<file path="src/design/apvm_consts.svh">
// Register indices, field positions, reset values and counts for the playback mixer
`ifndef APVM_CONSTS_SVH
`define APVM_CONSTS_SVH
`define APVM_IDX_RATE_LO    16'hFC34
`define APVM_IDX_RATE_HI    16'hFC35
`define APVM_IDX_LEFT_LO    16'hFC36
`define APVM_IDX_LEFT_UP    16'hFC37
`define APVM_IDX_RIGHT_LO   16'hFC38
`define APVM_IDX_RIGHT_UP   16'hFC39
`define APVM_IDX_VOLUME     16'hFEC0
`define APVM_IDX_SEC_CFG    16'hFEC1
`define APVM_IDX_SEC_L_LO   16'hFEC2
`define APVM_IDX_SEC_L_UP   16'hFEC3
`define APVM_IDX_SEC_R_LO   16'hFEC4
`define APVM_IDX_SEC_R_UP   16'hFEC5
`define APVM_IDX_TEST_CTRL  16'hFECF
`define APVM_ADDR_W         18
`define APVM_RST16          16'h0000
`define APVM_SLOW_CLK_BIT   12
`define APVM_HIRATE_BIT     11
`define APVM_URUN_BIT       14
`define APVM_FULL_BIT       13
`define APVM_ENA_BIT        12
`define APVM_TICK_NORMAL    7'h7F
`define APVM_TICK_FAST      7'h3F
`define APVM_HIRATE_MAX     20'h82000
`define APVM_SAT_MAX        23'sh07FFFF
`define APVM_SAT_MIN        -23'sh080000
`define APVM_FINE_MAX       4'hB
`define APVM_RESP_OKAY      2'h0
`define APVM_RESP_SLVERR    2'h2
`endif

</file>
<file path="src/design/apvm_pkg.sv">
// Types shared by the playback mixer
package apvm_pkg;
  typedef struct packed {
    logic signed [19:0] left;
    logic signed [19:0] right;
  } apvm_stereo_t;
  typedef enum logic {ST_IDLE, ST_RUN} apvm_state_t;
endpackage

</file>
<file path="src/design/apvm_mixer.sv">
// Playback rate generator, volume, secondary mixer and AXI4-Lite registers
//
// The AXI4-Lite register port was decided locally.
`include "apvm_consts.svh"
// Contract
// - Rate from 20-bit accumulator rollover
// - Normal mode rate scaling, word 1..max
// - High-rate scaling, word capped at 532480
// - Zero rate word halts playback and secondary logic; extClk divider keeps running
// - Converter logic clocked from crystal clock
// - Primary sample split upper/low byte
// - Test bit 12 picks slow clock
// - Test bit 11 enables high-rate mode
// - Coarse attenuation 6 dB per step
// - Fine gain 0.5 dB steps, 0..11
// - Fine values 12..15 give 0 dB
// - Secondary sample split 16 plus 4
// - Consume while empty sets underrun
// - Full set by writes, cleared on consume
// - Config bit 12 enables secondary path
// - Secondary period is interval plus one
// - Secondary consume raises request
// - Mixed sum saturates to 20 bits
// - Secondary zero-order hold, no filter
module apvm_mixer #(
  parameter logic [7:0] EXT_HALF_FAST = 8'h04,
  parameter logic [7:0] EXT_HALF_SLOW = 8'h08
) (
  input  wire logic                     clock,
  input  wire logic                     rst_n,
  input  wire logic [`APVM_ADDR_W-1:0]  awaddr,
  input  wire logic                     awvalid,
  output logic                          awready,
  input  wire logic [31:0]              wdata,
  input  wire logic [3:0]               wstrb,
  input  wire logic                     wvalid,
  output logic                          wready,
  output logic [1:0]                    bresp,
  output logic                          bvalid,
  input  wire logic                     bready,
  input  wire logic [`APVM_ADDR_W-1:0]  araddr,
  input  wire logic                     arvalid,
  output logic                          arready,
  output logic [31:0]                   rdata,
  output logic [1:0]                    rresp,
  output logic                          rvalid,
  input  wire logic                     rready,
  output apvm_pkg::apvm_stereo_t        dacOut,
  output logic                          convClkEn,
  output logic                          playSampleReq,
  output logic                          secSampleReq,
  output logic                          extClk
);
  import apvm_pkg::*;

  logic [`APVM_ADDR_W-1:0] awAddr_q;
  logic [31:0]             wData_q;
  logic [3:0]              wStrb_q;
  logic [15:0] rateLo_q, leftUp_q, rightUp_q, vol_q, secLUp_q, secRUp_q, testCtrl_q;
  logic [3:0]  rateHi_q, secLLo_q, secRLo_q;
  logic [7:0]  leftLoB_q, rightLoB_q;
  logic [11:0] secInt_q, secCnt_q;
  logic        secEn_q, urun_q, full_q, wroteL_q, wroteR_q;
  logic [19:0] acc_q;
  logic [6:0]  divCnt_q;
  logic [7:0]  extCnt_q;
  logic signed [23:0] playL_q, playR_q;
  logic signed [19:0] secHoldL_q, secHoldR_q;
  apvm_state_t st_q, st_d;
  function automatic logic [15:0] merge16(input logic [15:0] old, input logic [31:0] d,
                                          input logic [3:0] s);
    merge16 = {s[1] ? d[15:8] : old[15:8], s[0] ? d[7:0] : old[7:0]};
  endfunction
  function automatic logic mapped(input logic [15:0] idx);
    mapped = (idx >= `APVM_IDX_RATE_LO && idx <= `APVM_IDX_RIGHT_UP) ||
             (idx >= `APVM_IDX_VOLUME && idx <= `APVM_IDX_SEC_R_UP) ||
             (idx == `APVM_IDX_TEST_CTRL);
  endfunction
  function automatic logic [15:0] regView(input logic [15:0] idx);
    case (idx)
      `APVM_IDX_RATE_LO:   regView = rateLo_q;
      `APVM_IDX_RATE_HI:   regView = {12'h000, rateHi_q};
      `APVM_IDX_LEFT_LO:   regView = {leftLoB_q, 8'h00};
      `APVM_IDX_LEFT_UP:   regView = leftUp_q;
      `APVM_IDX_RIGHT_LO:  regView = {rightLoB_q, 8'h00};
      `APVM_IDX_RIGHT_UP:  regView = rightUp_q;
      `APVM_IDX_VOLUME:    regView = vol_q;
      `APVM_IDX_SEC_CFG:   regView = {1'b0, urun_q, full_q, secEn_q, secInt_q};
      `APVM_IDX_SEC_L_LO:  regView = {secLLo_q, 12'h000};
      `APVM_IDX_SEC_L_UP:  regView = secLUp_q;
      `APVM_IDX_SEC_R_LO:  regView = {secRLo_q, 12'h000};
      `APVM_IDX_SEC_R_UP:  regView = secRUp_q;
      `APVM_IDX_TEST_CTRL: regView = testCtrl_q;
      default:             regView = `APVM_RST16;
    endcase
  endfunction
  // 0.5 dB steps as Q2.14 gain; out-of-range codes fall back to unity
  function automatic logic [15:0] fineGain(input logic [3:0] f);
    case (f)
      4'h0:    fineGain = 16'h4000;
      4'h1:    fineGain = 16'h43CB;
      4'h2:    fineGain = 16'h47CF;
      4'h3:    fineGain = 16'h4C10;
      4'h4:    fineGain = 16'h5092;
      4'h5:    fineGain = 16'h5558;
      4'h6:    fineGain = 16'h5A67;
      4'h7:    fineGain = 16'h5FC2;
      4'h8:    fineGain = 16'h656E;
      4'h9:    fineGain = 16'h6B71;
      4'hA:    fineGain = 16'h71CF;
      4'hB:    fineGain = 16'h788E;
      default: fineGain = 16'h4000;
    endcase
  endfunction
  // Shift first so the product never needs more than 41 bits
  function automatic logic signed [21:0] scaleSample(input logic signed [23:0] s,
                                                     input logic [3:0] atten,
                                                     input logic [3:0] fine);
    logic signed [23:0] sh;
    logic signed [40:0] prod;
    sh = s >>> atten;
    prod = sh * $signed({1'b0, fineGain(fine)});
    scaleSample = prod[39:18];
  endfunction
  function automatic logic signed [19:0] sat20(input logic signed [22:0] v);
    if (v > `APVM_SAT_MAX)
      sat20 = 20'sh7FFFF;
    else if (v < `APVM_SAT_MIN)
      sat20 = -20'sh80000;
    else
      sat20 = v[19:0];
  endfunction
  // Bus decode
  wire logic [15:0] wIdx    = awAddr_q[`APVM_ADDR_W-1:2];
  wire logic [15:0] rIdx    = araddr[`APVM_ADDR_W-1:2];
  wire logic        doWrite = !awready && !wready && !bvalid;
  wire logic [15:0] wrM     = merge16(regView(wIdx), wData_q, wStrb_q);
  wire logic        wrHit   = doWrite && mapped(wIdx);
  wire logic        secLWr  = wrHit && wIdx == `APVM_IDX_SEC_L_UP;
  wire logic        secRWr  = wrHit && wIdx == `APVM_IDX_SEC_R_UP;
  wire logic        urunClr = wrHit && wIdx == `APVM_IDX_SEC_CFG &&
                              wStrb_q[1] && wData_q[`APVM_URUN_BIT];
  // Rate path
  wire logic [19:0] rateWord = {rateHi_q, rateLo_q};
  wire logic        hiRate   = testCtrl_q[`APVM_HIRATE_BIT];
  wire logic [19:0] effRate  = (hiRate && rateWord > `APVM_HIRATE_MAX) ?
                               `APVM_HIRATE_MAX : rateWord;
  wire logic        running  = st_q == ST_RUN;
  wire logic [6:0]  tickMax  = hiRate ? `APVM_TICK_FAST : `APVM_TICK_NORMAL;
  wire logic        tick     = running && divCnt_q == tickMax;
  wire logic [20:0] accSum   = {1'b0, acc_q} + {1'b0, effRate};
  wire logic        rollover = tick && accSum[20];
  // Volume and mixing
  wire logic signed [21:0] scaledL = scaleSample(playL_q, vol_q[11:8], vol_q[15:12]);
  wire logic signed [21:0] scaledR = scaleSample(playR_q, vol_q[3:0], vol_q[7:4]);
  wire logic signed [19:0] secMixL = secEn_q ? secHoldL_q : 20'sh00000;
  wire logic signed [19:0] secMixR = secEn_q ? secHoldR_q : 20'sh00000;
  wire logic signed [22:0] sumL    = 23'(scaledL) + 23'(secMixL);
  wire logic signed [22:0] sumR    = 23'(scaledR) + 23'(secMixR);
  // Secondary path
  wire logic secFire  = running && secEn_q && secCnt_q == secInt_q;
  wire logic bothDone = (wroteL_q || secLWr) && (wroteR_q || secRWr);
  wire logic [7:0] extHalf = testCtrl_q[`APVM_SLOW_CLK_BIT] ?
                             EXT_HALF_SLOW : EXT_HALF_FAST;
  always_comb
  begin
    case (rateWord == 20'h00000)
      1'b1:    st_d = ST_IDLE;
      default: st_d = ST_RUN;
    endcase
  end
  // AXI4-Lite write channel; address and data taken in either order
  always_ff @(posedge clock or negedge rst_n)
  begin
    if (!rst_n)
    begin
      awready  <= 1'b1;
      wready   <= 1'b1;
      bvalid   <= 1'b0;
      bresp    <= `APVM_RESP_OKAY;
      awAddr_q <= '0;
      wData_q  <= '0;
      wStrb_q  <= '0;
    end
    else
    begin
      if (awvalid && awready)
      begin
        awAddr_q <= awaddr;
        awready  <= 1'b0;
      end
      if (wvalid && wready)
      begin
        wData_q <= wdata;
        wStrb_q <= wstrb;
        wready  <= 1'b0;
      end
      if (doWrite)
      begin
        bvalid <= 1'b1;
        bresp  <= mapped(wIdx) ? `APVM_RESP_OKAY : `APVM_RESP_SLVERR;
      end
      if (bvalid && bready)
      begin
        bvalid  <= 1'b0;
        awready <= 1'b1;
        wready  <= 1'b1;
      end
    end
  end
  // AXI4-Lite read channel
  always_ff @(posedge clock or negedge rst_n)
  begin
    if (!rst_n)
    begin
      arready <= 1'b1;
      rvalid  <= 1'b0;
      rdata   <= '0;
      rresp   <= `APVM_RESP_OKAY;
    end
    else if (arvalid && arready)
    begin
      arready <= 1'b0;
      rvalid  <= 1'b1;
      rdata   <= {16'h0000, regView(rIdx)};
      rresp   <= mapped(rIdx) ? `APVM_RESP_OKAY : `APVM_RESP_SLVERR;
    end
    else if (rvalid && rready)
    begin
      rvalid  <= 1'b0;
      arready <= 1'b1;
    end
  end
  // Register storage
  always_ff @(posedge clock or negedge rst_n)
  begin
    if (!rst_n)
    begin
      rateLo_q   <= `APVM_RST16;
      rateHi_q   <= '0;
      leftLoB_q  <= '0;
      leftUp_q   <= `APVM_RST16;
      rightLoB_q <= '0;
      rightUp_q  <= `APVM_RST16;
      vol_q      <= `APVM_RST16;
      secEn_q    <= 1'b0;
      secInt_q   <= '0;
      secLLo_q   <= '0;
      secLUp_q   <= `APVM_RST16;
      secRLo_q   <= '0;
      secRUp_q   <= `APVM_RST16;
      testCtrl_q <= `APVM_RST16;
    end
    else if (wrHit)
    begin
      case (wIdx)
        `APVM_IDX_RATE_LO:   rateLo_q   <= wrM;
        `APVM_IDX_RATE_HI:   rateHi_q   <= wrM[3:0];
        `APVM_IDX_LEFT_LO:   leftLoB_q  <= wrM[15:8];
        `APVM_IDX_LEFT_UP:   leftUp_q   <= wrM;
        `APVM_IDX_RIGHT_LO:  rightLoB_q <= wrM[15:8];
        `APVM_IDX_RIGHT_UP:  rightUp_q  <= wrM;
        `APVM_IDX_VOLUME:    vol_q      <= wrM;
        `APVM_IDX_SEC_CFG:
        begin
          secEn_q  <= wrM[`APVM_ENA_BIT];
          secInt_q <= wrM[11:0];
        end
        `APVM_IDX_SEC_L_LO:  secLLo_q   <= wrM[15:12];
        `APVM_IDX_SEC_L_UP:  secLUp_q   <= wrM;
        `APVM_IDX_SEC_R_LO:  secRLo_q   <= wrM[15:12];
        `APVM_IDX_SEC_R_UP:  secRUp_q   <= wrM;
        `APVM_IDX_TEST_CTRL: testCtrl_q <= wrM;
        default:             testCtrl_q <= testCtrl_q;
      endcase
    end
  end
  // Rate generator; everything freezes while idle
  always_ff @(posedge clock or negedge rst_n)
  begin
    if (!rst_n)
    begin
      st_q          <= ST_IDLE;
      divCnt_q      <= '0;
      acc_q         <= '0;
      playL_q       <= '0;
      playR_q       <= '0;
      playSampleReq <= 1'b0;
      convClkEn     <= 1'b0;
      dacOut        <= '0;
    end
    else
    begin
      st_q          <= st_d;
      convClkEn     <= running;
      playSampleReq <= rollover;
      if (running)
      begin
        divCnt_q <= tick ? 7'h00 : divCnt_q + 7'h01;
        dacOut   <= '{left: sat20(sumL), right: sat20(sumR)};
      end
      if (tick)
        acc_q <= accSum[19:0];
      if (rollover)
      begin
        playL_q <= {leftUp_q, leftLoB_q};
        playR_q <= {rightUp_q, rightLoB_q};
      end
    end
  end
  // Secondary path; a write completing with a consume still marks full
  always_ff @(posedge clock or negedge rst_n)
  begin
    if (!rst_n)
    begin
      secCnt_q     <= '0;
      full_q       <= 1'b0;
      urun_q       <= 1'b0;
      wroteL_q     <= 1'b0;
      wroteR_q     <= 1'b0;
      secHoldL_q   <= '0;
      secHoldR_q   <= '0;
      secSampleReq <= 1'b0;
    end
    else
    begin
      secCnt_q     <= (secFire || !(running && secEn_q)) ? 12'h000 : secCnt_q + 12'h001;
      secSampleReq <= secFire && full_q;
      wroteL_q     <= bothDone ? 1'b0 : (wroteL_q || secLWr);
      wroteR_q     <= bothDone ? 1'b0 : (wroteR_q || secRWr);
      if (bothDone)
        full_q <= 1'b1;
      else if (secFire && full_q)
        full_q <= 1'b0;
      if (secFire && !full_q)
        urun_q <= 1'b1;
      else if (urunClr)
        urun_q <= 1'b0;
      if (secFire && full_q)
      begin
        secHoldL_q <= {secLUp_q, secLLo_q};
        secHoldR_q <= {secRUp_q, secRLo_q};
      end
    end
  end
  // External converter clock; divider runs regardless of playback state
  always_ff @(posedge clock or negedge rst_n)
  begin
    if (!rst_n)
    begin
      extCnt_q <= '0;
      extClk   <= 1'b0;
    end
    else if (extCnt_q >= extHalf - 8'h01)
    begin
      extCnt_q <= '0;
      extClk   <= !extClk;
    end
    else
      extCnt_q <= extCnt_q + 8'h01;
  end
endmodule

</file>
<file path="config.mk">
export PLATFORM = sky130hd
export DESIGN_NAME = apvm_mixer
export DESIGN_NICKNAME = d
export VERILOG_FILES = /design/src/design/apvm_pkg.sv /design/src/design/apvm_mixer.sv
export VERILOG_INCLUDE_DIRS = /design/src /design/src/design
export SDC_FILE = /design/constraint.sdc
export NUM_CORES = 2
export LEC_CHECK = 0
export BUFFER_PORTS_ARGS = -buffer_cell sky130_fd_sc_hd__buf_4
export CORE_MARGIN = 5
export CORE_UTILIZATION = 60
export CTS_CLUSTER_DIAMETER = 200
export DETAILED_ROUTE_END_ITERATION = 6
export PLACE_DENSITY_LB_ADDON = 0.3
export SETUP_SLACK_MARGIN = 0.5
export SLEW_MARGIN = 20
export SYNTH_ARGS = -nofsm -noshare
export SYNTH_HDL_FRONTEND = slang
export SYNTH_SLANG_ARGS = --single-unit
</file>
<file path="constraint.sdc">
create_clock -name clock -period 22.1 [get_ports clock]
set_input_delay 3.315 -clock clock [delete_from_list [all_inputs] [get_ports clock]]
set_output_delay 3.315 -clock clock [all_outputs]
set_load 0.05 [all_outputs]
</file>
==> flow_summary_export.csv <==
group,metric,value,unit
logic_synthesis,synth_seq_cells,394,
cells_and_area,post-route-util,0.646,
cells_and_area,fillers,6422,
sta,rsz0062_at_grt,"no",
clock_tree,cts_tree,"done",
sta,relSlewSlack,0.215,
setup_path,crit_path_end_kind,"register",
logic_synthesis,syn_area,47600,sq um
power_and_ir_drop,p_total,0.00177,W
sta,setup_tns,0,ns
clock_tree,cts-root-buf,"clkbuf_16",
floorplanning,rows,103,
setup_path,critical_path_arrival,12.27,ns
clock_tree,htreeDepth,2,
cells_and_area,nets,6238,
power_and_ir_drop,leakage,26.1,nW
min_path,hp-class,"register to register",
global_routing,grt_pass1_vias,38108,
logic_synthesis,syn-instance-count,5182,
clock_tree,cts.reportedPaths.clkPinSlew,0.07,ns
clock_tree,postCtsResizedCells,0,
logic_synthesis,ys_seq_area_frac,0.207,
global_routing,grt_pass1_wl,205000,um
cells_and_area,diodes,0,
sta,fmax,84.4,MHz
floorplanning,initial_core_util,0.604,
cells_and_area,drive_above_1_share,0.0975,
floorplanning,coreArea,78700,sq um
route,drc,0,
sta,finalSetupViolCount,0,
logic_synthesis,yosys_warnings,0,
logic_synthesis,synthTopCellsByCount,"inv_1 (923), nand2_1 (787), fa_1 (695)",
floorplanning,die_h,292,um
setup_path,cp.required,22.52,ns
global_routing,antenna_found_initial,2,
sta,hold_viol_final,0,
logic_synthesis,synth_edf_count,0,
cells_and_area,syn_to_final_growth,7.03,%
global_routing,grt_overflow,0,
sta,worst_pin_slew,1.17,ns
clock_tree,cts_inserted_buffers,40,
logic_synthesis,avgSynthCellArea,9.18,sq um
logic_synthesis,synthArstFlopShare,1.00,
placement,port-buffer-count,123,
route,via_per_inst,5.84,
setup_path,cp-start-kind,"register",
route,via_count,36592,
route,drtAntennaViolNets,0,
setup_path,path_max_fanout,29,
clock_tree,clk_path_buf_depth,3,
logic_synthesis,synth_top_cell_area_share,0.293,
power_and_ir_drop,power-per-cell-area,34.7,nW/um^2
route,drt-initial-drc-count,3201,
placement,preCtsSetupSlack,10.28,ns
placement,gp_congestion,0.978,
placement,dp_hpwl,98200,um
sta,finClkSkew,0.0405,ns
global_routing,grt_start_max_net_pins,167,
route,drt_wl_total,126000,um
floorplanning,dieArea,85000,sq um
setup_path,path_common_cell,"fa_1",
setup_path,critPathMaxStageDelay,0.85,ns
floorplanning,dieWidth,292,um
route,drt_pre_antenna_iters,7,
sta,fin_crit_sh,0.536,
clock_tree,cts_setup_buffers,0,
logic_synthesis,synth_top_cell_by_area,"fa_1",
clock_tree,clk_latency,0.57,ns
route,wl_per_cell,20.1,um
clock_tree,clock-sinks,394,
power_and_ir_drop,ir_drop,77.2,uV
setup_path,critPathSlowestCell,"o31ai_1",
sta,slew_violations,0,
logic_synthesis,synth.area.top_cells,"fa_1 (29%), dfrtp_1 (21%), ha_1 (7.3%)",
logic_synthesis,synth_most_common_cell,"inv_1",
logic_synthesis,yosys_most_used_dff,"dfrtp_1",
outcome,status,"finished, final reports clean",
cells_and_area,finalNonFillerCells,6268,
sta,min_period,11.85,ns
job,max_cap_viol_count,0,
sta,worst_slack,10.25,ns
setup_path,worstSetupPathType,"register to register",
logic_synthesis,synth.distinct_cells,79,
placement,post-place-cells,6193,
floorplanning,pin_count,164,
global_routing,grtUsageTotal,0.298,
clock_tree,hold_buffers,0,
[cell type report]
cell class / count / area, sq um / area share
inverters: 928 / 3480 / 0.0684
well taps: 1050 / 1310 / 0.0258
clock buffers: 56 / 1130 / 0.0222
flip-flops and latches: 394 / 9860 / 0.194
repair buffers: 204 / 1550 / 0.0304
multi-input cells: 3618 / 33300 / 0.654
clock inverters: 18 / 249 / 0.00489
[kinds of logic after synthesis]
kind of cell | after synthesis | synth area share
XOR/XNOR | 136 | 0.0250
adder cells (fa/ha/maj) | 973 | 0.366
buffers and inverters | 1191 | 0.0963
AO/OA/AOI/OAI | 784 | 0.107
multiplexers | 275 | 0.0652
flip-flops | 394 | 0.207
other | 1 | 0.0000789
AND/OR/NAND/NOR | 1428 | 0.133
[power breakdown]
group	internal (W)	leakage, nW	total [W]	switching [W]
registers	0.000759	5.40	0.000801	0.0000417
clock network	0.000411	0.665	0.000714	0.000304
logic	0.0000768	20.0	0.000251	0.000174
total	0.00125	26.1	0.00177	0.000519
[flip-flops by register name, indices dropped and copies added, names as in the netlist, 20 cells and up]
signal      count
secHoldL_q     20
playL_q        24
acc_q          20
playR_q        24
secHoldR_q     20
dacOut         40
[cell usage in the layout, fill, tap and decap left out, types with 163 or more instances in the layout]
cell type	instances
mux2_2	192
a21oi_1	163
dfrtp_1	391
nor2_1	226
ha_1	278
fa_1	695
nand2_1	787
inv_1	923
o21ai_0	203
buf_4	201
[layer usage]
metal | global-route usage | vias up | wire, um
met1 | 0.417 | 18377 | 52300
met4 | 0.118 | 2 | 5890
met5 | 0 | - | 13
met3 | 0.0438 | 301 | 9890
li1 | - | 16447 | -
met2 | 0.475 | 1465 | 57600
[stage by stage]
stage | hold slack (ns) | area (sq um)
2_1_floorplan | 0.352 | 47600
3_3_place_gp | 0.456 | 49500
3_5_place_dp | 0.454 | 49500
4_1_cts | 0.463 | 50900
5_1_grt | 0.505 | 50900
6_report | 0.463 | 50900
[worst paths after layout]
kind                                to  cells past startpoint  slack, ns        start
max in group asynchronous   playR_q[3]                      3      17.12        rst_n
setup reg to reg             dacOut[4]                     38      10.25     vol_q[1]
setup / recovery             dacOut[4]                     38      10.25     vol_q[1]
hold / removal             extCnt_q[0]                      1       0.46  extCnt_q[0]
hold reg to reg            extCnt_q[0]                      1       0.46  extCnt_q[0]
min in group asynchronous   dacOut[38]                      1       2.77        rst_n
[critical path, delay by kind of cell (launching register included)]
kind / cells / cell delay, ns
fa+ha+maj: 8 / 3.40
xor+xnor: 1 / 0.28
compound gates: 14 / 4.60
buf+inv: 5 / 0.97
simple gates: 8 / 1.39
mux: 2 / 0.59
flops: 1 / 0.41
No activity file was read; power rests on OpenSTA's default activity.
